===== config.mk =====
export PLATFORM = sky130hd
export DESIGN_NAME = amd_decoder
export DESIGN_NICKNAME = d
export VERILOG_FILES = /design/src/hw/amd_decoder.v /design/src/hw/amd_ea_add.v /design/src/hw/amd_mode_rom.v
export VERILOG_INCLUDE_DIRS = /design/src /design/src/hw
export SDC_FILE = /design/constraint.sdc
export NUM_CORES = 1
export LEC_CHECK = 0
export BUFFER_PORTS_ARGS = -buffer_cell sky130_fd_sc_hd__buf_2
export CORE_UTILIZATION = 40
export CTS_CLUSTER_DIAMETER = 60
export DETAILED_ROUTE_END_ITERATION = 6
export PLACE_DENSITY_LB_ADDON = 0.05
export SETUP_SLACK_MARGIN = 0.5
export SLEW_MARGIN = 10
export SYNTH_ARGS = -nofsm -noshare
export SYNTH_HDL_FRONTEND = slang
export SYNTH_SLANG_ARGS = --single-unit

===== constraint.sdc =====
create_clock -name CLK -period 5.7 [get_ports CLK]
set_input_delay 0.855 -clock CLK [delete_from_list [all_inputs] [get_ports CLK]]
set_output_delay 0.855 -clock CLK [all_outputs]
set_load 0.005 [all_outputs]

===== src/hw/amd_map.vh =====
`ifndef AMD_MAP_VH
`define AMD_MAP_VH
// ----------------------------------------
// prefix bytes
// ----------------------------------------
`define AMD_PRE_Y         8'h90
`define AMD_PRE_IND       8'h92
`define AMD_PRE_IND_Y     8'h91
// ----------------------------------------
// addressing modes (17)
// ----------------------------------------
`define AMD_M_INH         5'h00
`define AMD_M_IMM         5'h01
`define AMD_M_DIR_S       5'h02
`define AMD_M_DIR_L       5'h03
`define AMD_M_IDX_0       5'h04
`define AMD_M_IDX_S       5'h05
`define AMD_M_IDX_L       5'h06
`define AMD_M_IND_S       5'h07
`define AMD_M_IND_L       5'h08
`define AMD_M_IIX_S       5'h09
`define AMD_M_IIX_L       5'h0a
`define AMD_M_REL_D       5'h0b
`define AMD_M_REL_I       5'h0c
`define AMD_M_BIT_D       5'h0d
`define AMD_M_BIT_I       5'h0e
`define AMD_M_BTR_D       5'h0f
`define AMD_M_BTR_I       5'h10
`define AMD_M_BAD         5'h1f
// ----------------------------------------
// groups (7)
// ----------------------------------------
`define AMD_G_INH         3'h0
`define AMD_G_IMM         3'h1
`define AMD_G_DIR         3'h2
`define AMD_G_IDX         3'h3
`define AMD_G_IND         3'h4
`define AMD_G_REL         3'h5
`define AMD_G_BIT         3'h6
// ----------------------------------------
// opcode high nibble groups
// ----------------------------------------
`define AMD_HI_BIT        4'h0
`define AMD_HI_BITR       4'h1
`define AMD_HI_REL        4'h2
`define AMD_HI_RMW_S      4'h3
`define AMD_HI_RMW_A      4'h4
`define AMD_HI_RMW_X      4'h5
`define AMD_HI_RMW_XS     4'h6
`define AMD_HI_RMW_X0     4'h7
`define AMD_HI_INH        4'h8
`define AMD_HI_INH2       4'h9
`define AMD_HI_IMM        4'ha
`define AMD_HI_DS         4'hb
`define AMD_HI_DL         4'hc
`define AMD_HI_XL         4'hd
`define AMD_HI_XS         4'he
`define AMD_HI_X0         4'hf
`define AMD_PAGE0_MAX     16'h00ff
`endif


===== src/hw/amd_decoder.v =====
`timescale 1ns/10ps
`default_nettype none
`include "amd_map.vh"
module amd_decoder (
	input  wire        CLK,
	input  wire        ARST_N,
	input  wire        START,
	input  wire [15:0] PC,
	input  wire [7:0]  X,
	input  wire [7:0]  Y,
	output reg  [15:0] MEM_ADDR,
	output wire        MEM_RD,
	input  wire [7:0]  MEM_DATA,
	input  wire        MEM_VALID,
	output reg  [4:0]  MODE,
	output reg  [2:0]  GROUP,
	output reg  [7:0]  OPCODE,
	output reg  [7:0]  LITERAL,
	output reg  [15:0] EA,
	output reg  [15:0] NEW_PC,
	output reg  [2:0]  LENGTH,
	output reg         BUSY,
	output reg         DONE,
	output reg         ILLEGAL
);
	// ----------------------------------------
	// states
	// ----------------------------------------
	localparam S_IDLE = 4'h0;
	localparam S_OPC  = 4'h1;
	localparam S_MODE = 4'h2;
	localparam S_B1   = 4'h3;
	localparam S_B2   = 4'h4;
	localparam S_PH   = 4'h5;
	localparam S_PL   = 4'h6;
	localparam S_ADD  = 4'h7;
	localparam S_SUM  = 4'h8;
	localparam S_FIN  = 4'h9;

	reg  [3:0]  st_r;
	reg  [3:0]  st_nxt;
	reg  [15:0] pc_r;
	reg  [7:0]  pre_r;
	reg  [7:0]  b1_r;
	reg  [7:0]  b2_r;
	reg  [7:0]  ph_r;
	reg  [7:0]  pl_r;
	reg  [2:0]  len_r;
	reg         ind;
	reg         use_y;
	wire [4:0]  rom_mode;
	wire        rom_rmw;
	wire [15:0] sum;
	reg  [15:0] base;
	reg         use_idx;

	// ----------------------------------------
	// decode helpers
	// ----------------------------------------
	function is_prefix;
		input [7:0] b;
		begin
			is_prefix = (b == `AMD_PRE_Y) || (b == `AMD_PRE_IND) || (b == `AMD_PRE_IND_Y);
		end
	endfunction

	function [2:0] group_of;
		input [4:0] m;
		begin
			case (m)
				`AMD_M_INH:                             group_of = `AMD_G_INH;
				`AMD_M_IMM:                             group_of = `AMD_G_IMM;
				`AMD_M_DIR_S, `AMD_M_DIR_L:             group_of = `AMD_G_DIR;
				`AMD_M_IDX_0, `AMD_M_IDX_S, `AMD_M_IDX_L: group_of = `AMD_G_IDX;
				`AMD_M_REL_D, `AMD_M_REL_I:             group_of = `AMD_G_REL;
				`AMD_M_BIT_D, `AMD_M_BIT_I, `AMD_M_BTR_D, `AMD_M_BTR_I:
					group_of = `AMD_G_BIT;
				default:                                group_of = `AMD_G_IND;
			endcase
		end
	endfunction

	// operand bytes following the opcode for each mode
	function [1:0] nbytes;
		input [4:0] m;
		begin
			case (m)
				`AMD_M_INH, `AMD_M_IDX_0:       nbytes = 2'd0;
				`AMD_M_DIR_L, `AMD_M_IDX_L,
				`AMD_M_BTR_D, `AMD_M_BTR_I:    nbytes = 2'd2;
				`AMD_M_BAD:                     nbytes = 2'd0;
				default:                        nbytes = 2'd1;
			endcase
		end
	endfunction

	// long forms: full 64 Kbyte reach through two address bytes or a word pointer
	function is_long;
		input [4:0] m;
		begin
			case (m)
				`AMD_M_DIR_L, `AMD_M_IDX_L,
				`AMD_M_IND_L, `AMD_M_IIX_L: is_long = 1'b1;
				default:                    is_long = 1'b0;
			endcase
		end
	endfunction

	// signed offset added to the address just past the instruction
	function [15:0] rel_target;
		input [15:0] base_pc;
		input [7:0]  off;
		begin
			rel_target = base_pc + {{8{off[7]}}, off};
		end
	endfunction

	// ----------------------------------------
	// submodules
	// ----------------------------------------
	// the lookup latches the byte taken in the fetch state, so the mode is ready in S_MODE
	amd_mode_rom u_rom (
		.CLK    (CLK),
		.ARST_N (ARST_N),
		.hi     (MEM_DATA[7:4]),
		.ind    (ind),
		.mode_r (rom_mode),
		.rmw_r  (rom_rmw)
	);

	amd_ea_add u_add (
		.CLK       (CLK),
		.ARST_N    (ARST_N),
		.go        (st_r == S_ADD),
		.base      (base),
		.index     (use_y ? Y : X),
		.use_index (use_idx),
		.sum_r     (sum)
	);

	// ----------------------------------------
	// prefix decode
	// ----------------------------------------
	always @* begin
		ind   = (pre_r == `AMD_PRE_IND) || (pre_r == `AMD_PRE_IND_Y);
		use_y = (pre_r == `AMD_PRE_Y) || (pre_r == `AMD_PRE_IND_Y);
	end

	// ----------------------------------------
	// base and index select
	// ----------------------------------------
	always @* begin
		base    = 16'h0000;
		use_idx = 1'b0;
		case (MODE)
			`AMD_M_DIR_S, `AMD_M_BIT_D, `AMD_M_BTR_D:
				base = {8'h00, b1_r};
			`AMD_M_DIR_L:
				base = {b1_r, b2_r};
			`AMD_M_IDX_0:
				use_idx = 1'b1;
			`AMD_M_IDX_S: begin
				base    = {8'h00, b1_r};
				use_idx = 1'b1;
			end
			`AMD_M_IDX_L: begin
				base    = {b1_r, b2_r};
				use_idx = 1'b1;
			end
			`AMD_M_IND_S, `AMD_M_BIT_I, `AMD_M_BTR_I:
				base = {8'h00, pl_r};
			`AMD_M_IND_L:
				base = {ph_r, pl_r};
			`AMD_M_IIX_S: begin
				base    = {8'h00, pl_r};
				use_idx = 1'b1;
			end
			`AMD_M_IIX_L: begin
				base    = {ph_r, pl_r};
				use_idx = 1'b1;
			end
			default: base = 16'h0000;
		endcase
	end

	// ----------------------------------------
	// mode flags
	// ----------------------------------------
	wire wide_ptr = (MODE == `AMD_M_IND_L) || (MODE == `AMD_M_IIX_L);
	wire is_ind   = (MODE == `AMD_M_IND_S) || (MODE == `AMD_M_IND_L) ||
	                (MODE == `AMD_M_IIX_S) || (MODE == `AMD_M_IIX_L) ||
	                (MODE == `AMD_M_REL_I) || (MODE == `AMD_M_BIT_I) ||
	                (MODE == `AMD_M_BTR_I);
	wire rel      = (MODE == `AMD_M_REL_D) || (MODE == `AMD_M_REL_I) ||
	                (MODE == `AMD_M_BTR_D) || (MODE == `AMD_M_BTR_I);
	// relative offset: last instruction byte, or the byte read through the pointer
	wire [7:0] rel_off = (MODE == `AMD_M_REL_I) ? pl_r :
	                     (MODE == `AMD_M_REL_D) ? b1_r : b2_r;
	wire [15:0] next_pc = pc_r + {13'h0000, len_r};
	// modes with two operand bytes: long direct, long indexed and bit-relative
	wire need_b2  = nbytes(MODE) == 2'd2;

	assign MEM_RD = (st_r == S_OPC) || (st_r == S_B1) || (st_r == S_B2) ||
	                (st_r == S_PH) || (st_r == S_PL);

	// ----------------------------------------
	// sequencer
	// ----------------------------------------
	always @* begin
		st_nxt = st_r;
		case (st_r)
			S_IDLE: if (START) st_nxt = S_OPC;
			S_OPC: if (MEM_VALID && !is_prefix(MEM_DATA)) st_nxt = S_MODE;
			S_MODE: begin
				if (rom_mode == `AMD_M_BAD)
					st_nxt = S_FIN;
				else if (nbytes(rom_mode) == 2'd0)
					st_nxt = S_ADD;
				else
					st_nxt = S_B1;
			end
			S_B1: if (MEM_VALID) st_nxt = need_b2 ? S_B2 : (is_ind ? (wide_ptr ? S_PH : S_PL) : S_ADD);
			S_B2: if (MEM_VALID) st_nxt = is_ind ? S_PL : S_ADD;
			S_PH: if (MEM_VALID) st_nxt = S_PL;
			S_PL: if (MEM_VALID) st_nxt = S_ADD;
			S_ADD: st_nxt = S_SUM;
			S_SUM: st_nxt = S_FIN;
			S_FIN: st_nxt = S_IDLE;
			default: st_nxt = S_IDLE;
		endcase
	end

	// ----------------------------------------
	// datapath registers
	// ----------------------------------------
	always @(posedge CLK or negedge ARST_N) begin
		if (!ARST_N) begin
			st_r     <= S_IDLE;
			pc_r     <= 16'h0000;
			pre_r    <= 8'h00;
			b1_r     <= 8'h00;
			b2_r     <= 8'h00;
			ph_r     <= 8'h00;
			pl_r     <= 8'h00;
			len_r    <= 3'd0;
			MEM_ADDR <= 16'h0000;
			MODE     <= `AMD_M_INH;
			GROUP    <= `AMD_G_INH;
			OPCODE   <= 8'h00;
			LITERAL  <= 8'h00;
			EA       <= 16'h0000;
			NEW_PC   <= 16'h0000;
			LENGTH   <= 3'd0;
			BUSY     <= 1'b0;
			DONE     <= 1'b0;
			ILLEGAL  <= 1'b0;
		end else begin
			st_r <= st_nxt;
			DONE <= 1'b0;
			case (st_r)
				S_IDLE: if (START) begin
					pc_r     <= PC;
					MEM_ADDR <= PC;
					pre_r    <= 8'h00;
					ph_r     <= 8'h00;
					len_r    <= 3'd1;
					BUSY     <= 1'b1;
					ILLEGAL  <= 1'b0;
				end
				S_OPC: if (MEM_VALID) begin
					if (is_prefix(MEM_DATA))
						pre_r <= MEM_DATA;
					else
						OPCODE <= MEM_DATA;
					MEM_ADDR <= MEM_ADDR + 16'h0001;
					if (is_prefix(MEM_DATA))
						len_r <= len_r + 3'd1;
				end
				S_MODE: begin
					MODE  <= rom_mode;
					GROUP <= group_of(rom_mode);
					len_r <= len_r + {1'b0, nbytes(rom_mode)};
					// prefix 90 has no indirect meaning; 91 needs an indexed target
					// a read-modify-write opcode must never end on a long form
					if (rom_mode == `AMD_M_BAD ||
					    (rom_rmw && is_long(rom_mode)) ||
					    (pre_r == `AMD_PRE_IND_Y && rom_mode != `AMD_M_IIX_S &&
					     rom_mode != `AMD_M_IIX_L))
						ILLEGAL <= 1'b1;
				end
				S_B1: if (MEM_VALID) begin
					b1_r     <= MEM_DATA;
					LITERAL  <= MEM_DATA;
					MEM_ADDR <= need_b2 ? MEM_ADDR + 16'h0001 : {8'h00, MEM_DATA};
				end
				S_B2: if (MEM_VALID) begin
					b2_r     <= MEM_DATA;
					MEM_ADDR <= {8'h00, b1_r}; // bit-relative indirect pointer
				end
				S_PH: if (MEM_VALID) begin
					ph_r     <= MEM_DATA;
					MEM_ADDR <= MEM_ADDR + 16'h0001;
				end
				S_PL: if (MEM_VALID)
					pl_r <= MEM_DATA;
				S_SUM: begin
					EA <= sum;
					NEW_PC <= rel ? rel_target(next_pc, rel_off) : next_pc;
					LENGTH <= len_r;
				end
				S_FIN: begin
					BUSY <= 1'b0;
					DONE <= 1'b1;
				end
				default: BUSY <= BUSY;
			endcase
		end
	end
endmodule // amd_decoder
`default_nettype wire


===== src/hw/amd_ea_add.v =====
`timescale 1ns/10ps
`default_nettype none
// unsigned index plus base, registered
module amd_ea_add (
	input  wire        CLK,
	input  wire        ARST_N,
	input  wire        go,
	input  wire [15:0] base,
	input  wire [7:0]  index,
	input  wire        use_index,
	output reg  [15:0] sum_r
);
	wire [15:0] idx16 = use_index ? {8'h00, index} : 16'h0000;
	always @(posedge CLK or negedge ARST_N) begin
		if (!ARST_N)
			sum_r <= 16'h0000;
		else if (go)
			sum_r <= base + idx16;
	end
endmodule // amd_ea_add
`default_nettype wire


===== src/hw/amd_mode_rom.v =====
`timescale 1ns/10ps
`default_nettype none
`include "amd_map.vh"
// opcode class -> base mode, registered lookup
module amd_mode_rom (
	input  wire       CLK,
	input  wire       ARST_N,
	input  wire [3:0] hi,
	input  wire       ind,
	output reg  [4:0] mode_r,
	output reg        rmw_r
);
	reg [4:0] mode_nxt;
	reg       rmw_nxt;
	always @* begin
		rmw_nxt = 1'b0;
		case (hi)
			`AMD_HI_BIT: begin
				mode_nxt = ind ? `AMD_M_BIT_I : `AMD_M_BIT_D;
				rmw_nxt  = 1'b1;
			end
			`AMD_HI_BITR: begin
				mode_nxt = ind ? `AMD_M_BTR_I : `AMD_M_BTR_D;
				rmw_nxt  = 1'b1;
			end
			`AMD_HI_REL:   mode_nxt = ind ? `AMD_M_REL_I : `AMD_M_REL_D;
			`AMD_HI_RMW_S: begin
				mode_nxt = ind ? `AMD_M_IND_S : `AMD_M_DIR_S;
				rmw_nxt  = 1'b1;
			end
			`AMD_HI_RMW_A, `AMD_HI_RMW_X, `AMD_HI_INH, `AMD_HI_INH2:
				mode_nxt = ind ? `AMD_M_BAD : `AMD_M_INH;
			`AMD_HI_RMW_XS: begin
				mode_nxt = ind ? `AMD_M_IIX_S : `AMD_M_IDX_S;
				rmw_nxt  = 1'b1;
			end
			`AMD_HI_RMW_X0: begin
				mode_nxt = ind ? `AMD_M_BAD : `AMD_M_IDX_0;
				rmw_nxt  = 1'b1;
			end
			`AMD_HI_IMM:   mode_nxt = ind ? `AMD_M_BAD : `AMD_M_IMM;
			`AMD_HI_DS:    mode_nxt = ind ? `AMD_M_IND_S : `AMD_M_DIR_S;
			`AMD_HI_DL:    mode_nxt = ind ? `AMD_M_IND_L : `AMD_M_DIR_L;
			`AMD_HI_XL:    mode_nxt = ind ? `AMD_M_IIX_L : `AMD_M_IDX_L;
			`AMD_HI_XS:    mode_nxt = ind ? `AMD_M_IIX_S : `AMD_M_IDX_S;
			`AMD_HI_X0:    mode_nxt = ind ? `AMD_M_BAD : `AMD_M_IDX_0;
			default:       mode_nxt = `AMD_M_BAD;
		endcase
	end
	always @(posedge CLK or negedge ARST_N) begin
		if (!ARST_N) begin
			mode_r <= `AMD_M_INH;
			rmw_r  <= 1'b0;
		end else begin
			mode_r <= mode_nxt;
			rmw_r  <= rmw_nxt;
		end
	end
endmodule // amd_mode_rom
`default_nettype wire


==> impl_metrics.yaml, run 1 <==
outcome:
  status: "complete, no violations"
floorplanning:
  core-area_um2: 22710
  fp.dieH_um: 154.4
  rows: 55
  initial_core_util_pct: 40.89
  die_area_um2: 23830
  ios: 123
  die_x_um: 154.4
timing:
  max_freq_ghz: 0.2395
  tns_ns: 0
  tightest_slew_ns: 1.178
  fin_crit_sh_pct: 73.26
  finalSetupViolCount: 0
  period_needed_ns: 4.176
  slew-limit-headroom_pct: 21.47
  finClkSkew_ns: 0.01127
  rsz0062_at_grt: "false"
  drv_slew: 0
  finalHoldViolCount: 0
setup_path:
  crit_required_ns: 5.97
  path_delay_family: "compound AO/OA/AOI/OAI gates"
  end_kind: "flip-flop"
  path_class: "reg2reg"
  r2r_cells: 13
  r2r_start: "MODE[0]"
  cp_slowest_cell: "a21oi_1"
  cp_max_fo: 12
  cp-start-kind: "flip-flop"
  reg2reg_slack_ns: 1.52
  cp.arrival_ns: 4.44
  crit_chain: "nand2_1 > or3_1 > mux2i_1 > a21oi_1 > ha_1 > a21o_1 > a31o_2 > a21o_1 > a31oi_1 > xnor2_1 > nand2_1 > xnor2_1 > o21ai_0"
  worst-path-buf-inv: 0
  r2r_end: "NEW_PC[15]"
  max_stage_delay_ns: 0.76
logic_synthesis:
  ys_seq_elements: 155
  syn_avg_cell_area_um2: 8.945
  syn_inst: 1038
  synth_edf_count: 0
  synth_area_um2: 9285
  synthTopCellsByArea: "dfrtp_1, nand2_1, mux2_2"
  synth_top_area_share_pct: 41.77
  synth_top_area_cell: "dfrtp_1"
  yosysWarnings: 0
  synth_seq_area_share_pct: 41.77
  synth-main-ff-cell: "dfrtp_1"
  ys_async_sr_fraction_pct: 100.0
  synth_nets: 1114
  yosysUniqueCellTypes: 66
global_routing:
  grt.overflow.total: 0
  grt_pass1_wl_um: 40080
  antenna_found_initial: 0
  grt_usage_pct: 21.87
  grt_pass1_vias: 7060
  grt_max_degree: 87
routing:
  route.detailed.wl_per_inst_um: 17.89
  drc_errors: 0
  ant_nets: 0
  via_per_inst: 5.481
  wl_um: 25570
  drt_iter0_markers: 623
  vias: 7832
  first_pass_iters: 7
clock_tree:
  post-cts-setup-buffers: 0
  hold_buffers: 0
  ctsResizeCount: 0
  cts_tree: "done"
  ctsLongestPathBuffers: 2
  cts_buffers: 17
  cts_root_buffer: "clkbuf_16"
  clkTransAtPathRegs_ns: 0.07
  numClockSinks: 155
  htreeDepth: 4
  clock_latency_ns: 0.43
placement:
  globalplace.congestion: 0.8488
  hpwl_um: 17960
  port_buffers: 122
cells_and_area:
  diodes: 0
  final_common_cell: "nand2_1"
  layout_common_cells: "nand2_1, dfrtp_1, buf_2"
  nets: 1207
  area_delta_synth_final_pct: 15.52
  drive_gt1_share_pct: 20.37
power:
  power_density_nw_per_um2: 641.4
  ir_drop_v: 0.0002347
  power_frac_comb_pct: 50.9
  p_switching_mw: 2.976
  cellInternalPower_mw: 3.905
  power_leakage_nw: 4.961
  clkPwrFrac_pct: 18.1
  power_mw: 6.880
  switching_share_pct: 43.25
  seqPwrFrac_pct: 31.0
min_path:
  hp-start: "u_add.sum_r[12]"
  min_path_type: "reg2reg"
  hold-path-endpoint: "EA[12]"
  whs_path_depth: 2
run:
  maxCapViolCount: 0
[state kept, by name (all words and copies together) (netlist names)]
name          flops
st_r              4
DONE              1
EA               16
ILLEGAL           1
u_add.sum_r      16
NEW_PC           16
pc_r             16
BUSY              1
MODE              5
len_r             3
LITERAL           8
LENGTH            3
ph_r              8
u_rom.rmw_r       1
MEM_ADDR         16
OPCODE            8
GROUP             3
pl_r              8
u_rom.mode_r      5
pre_r             8
b2_r              8
[worst min-delay path: stages (launching register included)]
cell     delay [ns]
dfrtp_1        0.34
nand2_1        0.05
nand2_1        0.05
[cell type report]
type | instances | area, µm²
Multi-Input combinational cell | 800 | 5071
Clock inverter | 12 | 185.2
Clock buffer | 20 | 456.7
Timing Repair Buffer | 130 | 676.9
Sequential cell | 155 | 3879
Inverter | 27 | 101.3
Fill cell | 2240 | 11980
Tap cell | 285 | 356.6
[stage by stage]
step	worst slack [ns]	hold WS (ns)	utilization (%)	instance area (µm²)	cells
2_1_floorplan	2.115	0.4331	-	9285	1038
3_3_place_gp	1.643	0.4495	44.41	10080	1397
3_5_place_dp	1.582	0.4522	44.41	10080	1397
4_1_cts	1.543	0.4686	47.23	10730	1429
5_1_grt	1.217	0.4911	47.23	10730	1429
6_report	1.524	0.4643	47.23	10730	1429
[worst max path at each step]
| stage | start | to | slack (ns) | cells past startpoint |
|---|---|---|---|---|
| after detailed placement | MODE[0] | NEW_PC[15] | 1.58 | 13 |
| after global routing | MODE[0] | NEW_PC[14] | 1.22 | 12 |
| after CTS | MODE[0] | NEW_PC[15] | 1.54 | 13 |
| after floorplan | MODE[4] | NEW_PC[15] | 2.12 | 16 |
| after global placement | MODE[0] | NEW_PC[15] | 1.64 | 13 |
| final | MODE[0] | NEW_PC[15] | 1.52 | 13 |
[power by group through the flow]
stage,Combinational (mW),Sequential [mW],Clock [mW]
final,3.50,2.14,1.24
after global routing,3.93,2.21,1.32
after CTS,3.51,2.13,1.27
after detailed placement,3.49,2.15,0
after global placement,3.48,2.14,0
after floorplan,2.70,1.92,0
[kinds of logic after synthesis]
logic type,count (synthesis),synth area share (%)
and+or+nand+nor,392,19.40
AOI/OAI and AO/OA,258,17.49
DFF,155,41.77
buffers and inverters,83,3.800
muxes,77,9.028
xor gates and xnor gates,41,3.867
adders and majority gates,32,4.636
[cell usage after synthesis (all sizes together), types with 3 or more instances]
library cell / instances
o22a: 3
a32oi: 5
o31a: 4
a221oi: 4
a211o: 3
a222oi: 11
nand3b: 4
o21ai: 91
nor3b: 6
buf: 20
mux2: 54
mux2i: 23
nor2: 85
and3: 7
clkbuf: 36
nand4: 7
or3: 8
a211oi: 11
xor2: 16
a31oi: 16
inv: 27
nand2: 170
xnor2: 25
a21o: 13
nor2b: 17
nor3: 27
o21a: 7
and2: 6
dfrtp: 155
a22oi: 7
fa: 4
nand2b: 12
nand3: 32
a21oi: 60
o211ai: 4
o31ai: 5
ha: 28
[per-layer routing]
metal  part of all wire, %  vias up  global-route usage [%]
met4                  0.90        0                   4.715
met3                   5.3       14                   3.923
met5                     0        -                       0
met2                    44      233                   33.05
li1                      -     3892                       -
met1                    50     3693                   32.53
No activity file was read; power rests on OpenSTA's default activity.
==> run 2: changes to the inputs <==
Settings changed: ABC_AREA set to 1.
Clock period 5.7 ns to 3.61 ns, I/O delays scaled along.
==> run 2 against run 1 <==
  * Register-to-register slack got worse by 0.79 ns
  * Non-clock buffer count rose by 26
  * Utilization rose by 1.9 points
  * Critical endpoint unchanged
==> impl_metrics.yaml, run 2 <==
setup_path:
  worst-path-buf-inv: 1
  cpMostUsedCell: "nand2_1"
  reg2reg_slack_ns: 0.73
  cp_max_fo: 5
  crit_required_ns: 3.92
  cp-start-kind: "flip-flop"
  crit_chain: "ha_2 > fa_2 > nand2_2 > a21oi_4 > xor2_1 > inv_1 > ha_1 > nand2_1 > nand2_1 > a21oi_1 > nand2_2 > nand2_1 > nand2_1 > a21oi_2 > nand3b_1 > nand3_1 > nand2_1"
  cp.arrival_ns: 3.19
  path_delay_family: "adder cells"
  end_kind: "flip-flop"
  max_stage_delay_ns: 0.40
  cp_slowest_cell: "dfrtp_1"
  path_class: "reg2reg"
routing:
  vias: 9205
  drc_errors: 0
  via_per_inst: 5.036
  first_pass_iters: 5
  route.detailed.wl_per_inst_um: 15.82
  ant_nets: 0
  wl_um: 28930
  drt_iter0_markers: 542
cells_and_area:
  design_area_um2: 11560
  layoutNonFillerInstCount: 1828
  drive_gt1_share_pct: 18.75
  nFillCells: 2465
  final_common_cell: "nand2_1"
  regArea_um2: 3887
  layout_common_cells: "nand2_1, inv_1, dfrtp_1"
  multi_input_area_um2: 5230
  nets: 1574
  diodes: 0
  final_core_util_pct: 49.12
  area_delta_synth_final_pct: 19.90
placement:
  globalplace.congestion: 0.9341
  placed_area_um2: 10590
  numPlacedInstances: 1777
  dp_slack_ns: 0.3176
  hpwl_um: 21950
  port_buffers: 122
global_routing:
  grt_usage_pct: 24.36
  grt_pass1_wl_um: 45960
  antenna_found_initial: 0
  grt_pass1_vias: 8521
  grt_max_degree: 88
  grt.overflow.total: 0
outcome:
  status: "complete, no violations"
floorplanning:
  die_x_um: 157.3
  fp.dieH_um: 157.3
  core-area_um2: 23540
  die_area_um2: 24740
  initial_core_util_pct: 40.97
  rows: 56
  ios: 123
logic_synthesis:
  ys_async_sr_fraction_pct: 100.0
  syn_inst: 1356
  ys_seq_elements: 155
  synth_seq_area_share_pct: 40.22
  yosysUniqueCellTypes: 50
  synth_area_um2: 9644
  synthTopCellsByArea: "dfrtp_1, nand2_1, inv_1"
  synth_top_area_share_pct: 40.22
  synth_nets: 1432
  synth-main-ff-cell: "dfrtp_1"
  synth_edf_count: 0
  yosysMostFrequentCell: "nand2_1"
  synth_top_area_cell: "dfrtp_1"
  syn_avg_cell_area_um2: 7.112
  ys_top_cells_by_count: "nand2_1, inv_1, dfrtp_1"
  yosysWarnings: 0
clock_tree:
  htreeDepth: 4
  cts_buffers: 17
  clkTransAtPathRegs_ns: 0.07
  clock_latency_ns: 0.42
  hold_buffers: 0
  numClockSinks: 155
  ctsLongestPathBuffers: 2
  cts_tree: "done"
  cts_root_buffer: "clkbuf_16"
timing:
  slew-limit-headroom_pct: 43.81
  finClkSkew_ns: 0.01097
  rsz0062_at_grt: "true"
  finalSetupViolCount: 0
  max_freq_ghz: 0.3473
  tightest_slew_ns: 0.8429
  tns_ns: 0
  layout_setup_ws_ns: 0.7307
  finalHoldViolCount: 0
  fin_crit_sh_pct: 79.76
  drv_slew: 0
  period_needed_ns: 2.879
power:
  ir_drop_v: 0.0003402
  power_leakage_nw: 5.827
  power_density_nw_per_um2: 923.3
min_path:
  min_path_type: "in2async"
run:
  maxCapViolCount: 0
-- run 2: changes by cell type after synthesis, moves of 14 or more --
cell,delta
inv_1,+129
o21ai_0,+28
mux2i_1,-23
mux2_2,-54
nor2b_1,-17
clkbuf_1,-17
nor2_1,+24
nand2_1,+259
nand3_1,+61
nand4_1,+14
nor3_1,-15
xnor2_1,-17
-- run 2: worst paths after layout --
kind	startpoint	endpoint	cells past startpoint
max in group asynchronous	ARST_N	ph_r[0]	2
min in group CLK	PC[9]	pc_r[9]	3
worst max-delay path	pc_r[0]	NEW_PC[15]	17
worst min register to register	EA[5]	EA[5]	2
worst min-delay path	ARST_N	EA[4]	1
worst max register to register	pc_r[0]	NEW_PC[15]	17
-- run 2: cells by family after synthesis --
logic type / after synthesis / share of synthesized area (%)
simple gates: 708 / 31.38
compound gates: 237 / 13.57
buf+inv: 202 / 8.368
flops: 155 / 40.22
fa+ha+maj: 32 / 4.463
xor+xnor: 22 / 1.998
-- run 2: through the flow --
stage	power [mW]	hold slack (ns)
floorplan	6.784	0.2459
global placement	8.503	0.4477
detailed placement	8.508	0.4546
CTS	10.30	0.2171
global route	11.69	0.2439
finish	10.68	0.1839
-- run 2: area by class of cell --
type | instances | share of cell area (%)
sequential | 155 | 33.62
clock inverter | 9 | 0.8007
tap | 319 | 3.452
inverter | 169 | 5.551
timing repair buffer | 156 | 7.542
multi-input combinational | 999 | 45.23
clock buffer | 21 | 3.809
-- run 2: per-layer routing --
metal | global-route usage (%) | up-vias | routed length, µm
li1 | - | 4677 | -
met1 | 36.26 | 4271 | 14760
met4 | 6.010 | 0 | 380
met2 | 37.15 | 233 | 12630
met5 | 0 | - | 0
met3 | 3.111 | 24 | 1154
-- run 2: report_power, final --
part	internal [mW]	leakage, nW	total (mW)	switching [mW]
combinational	2.21	3.62	5.78	3.57
clock	0.948	0.250	1.70	0.749
sequential	2.51	1.95	3.20	0.687
total	5.67	5.83	10.7	5.00
-- run 2: what timing repair did --
action                     4_1_cts  5_1_grt
buffers inserted                 0       21
resized for setup               10       62
setup endpoints to repair       12       19
pin swaps                        0       17
==> run 3: changes to the inputs <==
Settings changed: ABC_AREA 1 to 0.
Clock period 3.61 ns to 3 ns, I/O delays scaled along.
==> run 3 against run 2 <==
  * The flow now finishes with violations (hold timing, setup timing)
  * Critical path depth down 3
  * Count of clock-buffer cells in the layout down 3
  * Hold slack worse by 0.20 ns
  * Sequential share of layout area down 3.6 points
  * Critical endpoint unchanged
==> impl_metrics.yaml, run 3 (synthesized netlist as in run 1, its figures left out) <==
power:
  ir_drop_v: 0.0005060
  power_leakage_nw: 5.999
  power_mw: 17.12
  power_density_nw_per_um2: 1323
cells_and_area:
  drive_gt1_share_pct: 40.64
  area_delta_synth_final_pct: 39.43
  nFillCells: 2067
  final_common_cell: "nand2_1"
  nets: 1382
  design_area_um2: 12950
  layout_common_cells: "nand2_1, dfrtp_1, buf_4"
floorplanning:
  fp.dieH_um: 154.4
  initial_core_util_pct: 40.89
  die_x_um: 154.4
  core-area_um2: 22710
  rows: 55
  ios: 123
  die_area_um2: 23830
placement:
  globalplace.congestion: 0.8756
  port_buffers: 122
  placed_area_um2: 11290
  dp_slack_ns: -0.3868
  hpwl_um: 21590
clock_tree:
  cts_buffers: 17
  clock_latency_ns: 0.44
  cts_tree: "done"
  htreeDepth: 4
  cts_root_buffer: "clkbuf_16"
  numClockSinks: 155
  clkTransAtPathRegs_ns: 0.07
  hold_buffers: 0
  ctsLongestPathBuffers: 2
routing:
  ant_nets: 0
  route.detailed.wl_per_inst_um: 18.79
  via_per_inst: 5.423
  first_pass_iters: 7
  wl_um: 30180
  vias: 8709
  drt_iter0_markers: 564
  drc_errors: 0
timing:
  drv_slew: 0
  max_freq_ghz: 0.3130
  hold_ws_ns: -0.01785
  fin_crit_sh_pct: 106.5
  period_needed_ns: 3.195
  tns_ns: -1.664
  layout_setup_ws_ns: -0.1949
  finalSetupViolCount: 17
  finClkSkew_ns: 0.01391
  slew-limit-headroom_pct: 48.98
  finalHoldViolCount: 4
  rsz0062_at_grt: "true"
  tightest_slew_ns: 0.7611
global_routing:
  grt_max_degree: 61
  grt.overflow.total: 0
  grt_pass1_wl_um: 46940
  grt_usage_pct: 25.65
  antenna_found_initial: 0
  grt_pass1_vias: 8483
outcome:
  violations: "hold timing, setup timing"
  status: "finished with violations"
run:
  maxCapViolCount: 0
setup_path:
  end_kind: "flip-flop"
  cp-start-kind: "flip-flop"
  cp_max_fo: 7
  cp.arrival_ns: 3.51
  crit_required_ns: 3.31
  path_class: "reg2reg"
min_path:
  min_path_type: "in2async"
[run 3: cell types whose count changed in the layout (fill, tap and decap cells not counted), moves of 22 or more]
cell	previous run	this run
nand2_1	419	166
inv_1	153	26
buf_4	34	149
o21ai_0	108	33
nand3_1	92	27
mux2_2	0	50
o21ai_1	8	47
nor2_1	97	68
buf_6	1	28
a21oi_1	62	38
mux2i_1	0	22
[run 3: timing repair]
action                     4_1_cts  5_1_grt
hold endpoints to repair         0        0
setup endpoints to repair       44       45
cloned                           2        0
setup buffers                   15       22
pin swaps                       29       65
gates resized for setup         63      136
[run 3: final timing paths]
path | slack (ns) | startpoint | cells past startpoint | endpoint
worst min-delay path | -0.02 | ARST_N | 1 | NEW_PC[13]
worst max-delay path | -0.19 | MODE[2] | 14 | NEW_PC[15]
min in group CLK | 0.34 | PC[3] | 2 | pc_r[3]
worst min register to register | 0.46 | u_add.sum_r[5] | 2 | EA[5]
worst max register to register | -0.19 | MODE[2] | 14 | NEW_PC[15]
max in group asynchronous | 2.31 | ARST_N | 2 | u_add.sum_r[12]
[run 3: area by class of cell]
cell class,count,area [µm²],share of cell area (%)
Multi-Input combinational cell,802,5884,45.45
Sequential cell,155,3884,30.00
Timing Repair Buffer,303,2140,16.53
Clock buffer,18,439.2,3.392
Tap cell,285,356.6,2.754
Clock inverter,14,136.4,1.053
Inverter,27,101.3,0.7828
Antenna cell,2,5.005,0.03866
[run 3: report_power, final]
part	internal [mW]	leakage, nW	total [mW]	switching (mW)
combinational	5.70	3.76	11.1	5.41
sequential	3.00	1.96	3.85	0.848
clock	1.18	0.273	2.17	0.986
[run 3: layer usage]
metal	share of wire [%]	global-route usage, %	vias up
met1	46	34.86	4232
met2	47	42.38	201
met3	5.1	4.063	34
met5	0	0	-
met4	1.8	7.261	0
li1	-	-	4242
[run 3: stage by stage]
step	util [%]	hold slack, ns	cells
5_1_grt	56.99	0.03959	1604
4_1_cts	53.96	0.01310	1582
2_1_floorplan	-	0.1544	1038
3_3_place_gp	49.70	0.4523	1533
6_report	57.01	-0.01785	1606
3_5_place_dp	49.70	0.4512	1533
[run 3: worst max-delay path, stage by stage (launching register included)]
cell and delay (ns):
dfrtp_2 0.45, buf_12 0.14, or3_4 0.47, mux2i_4 0.23, a21oi_4 0.22, buf_4 0.16, ha_1 0.23, a21o_1 0.16
a31o_2 0.20, a21o_1 0.17, a31oi_1 0.20, xnor2_1 0.15, nand2_1 0.08, xnor2_1 0.14, o21ai_1 0.07
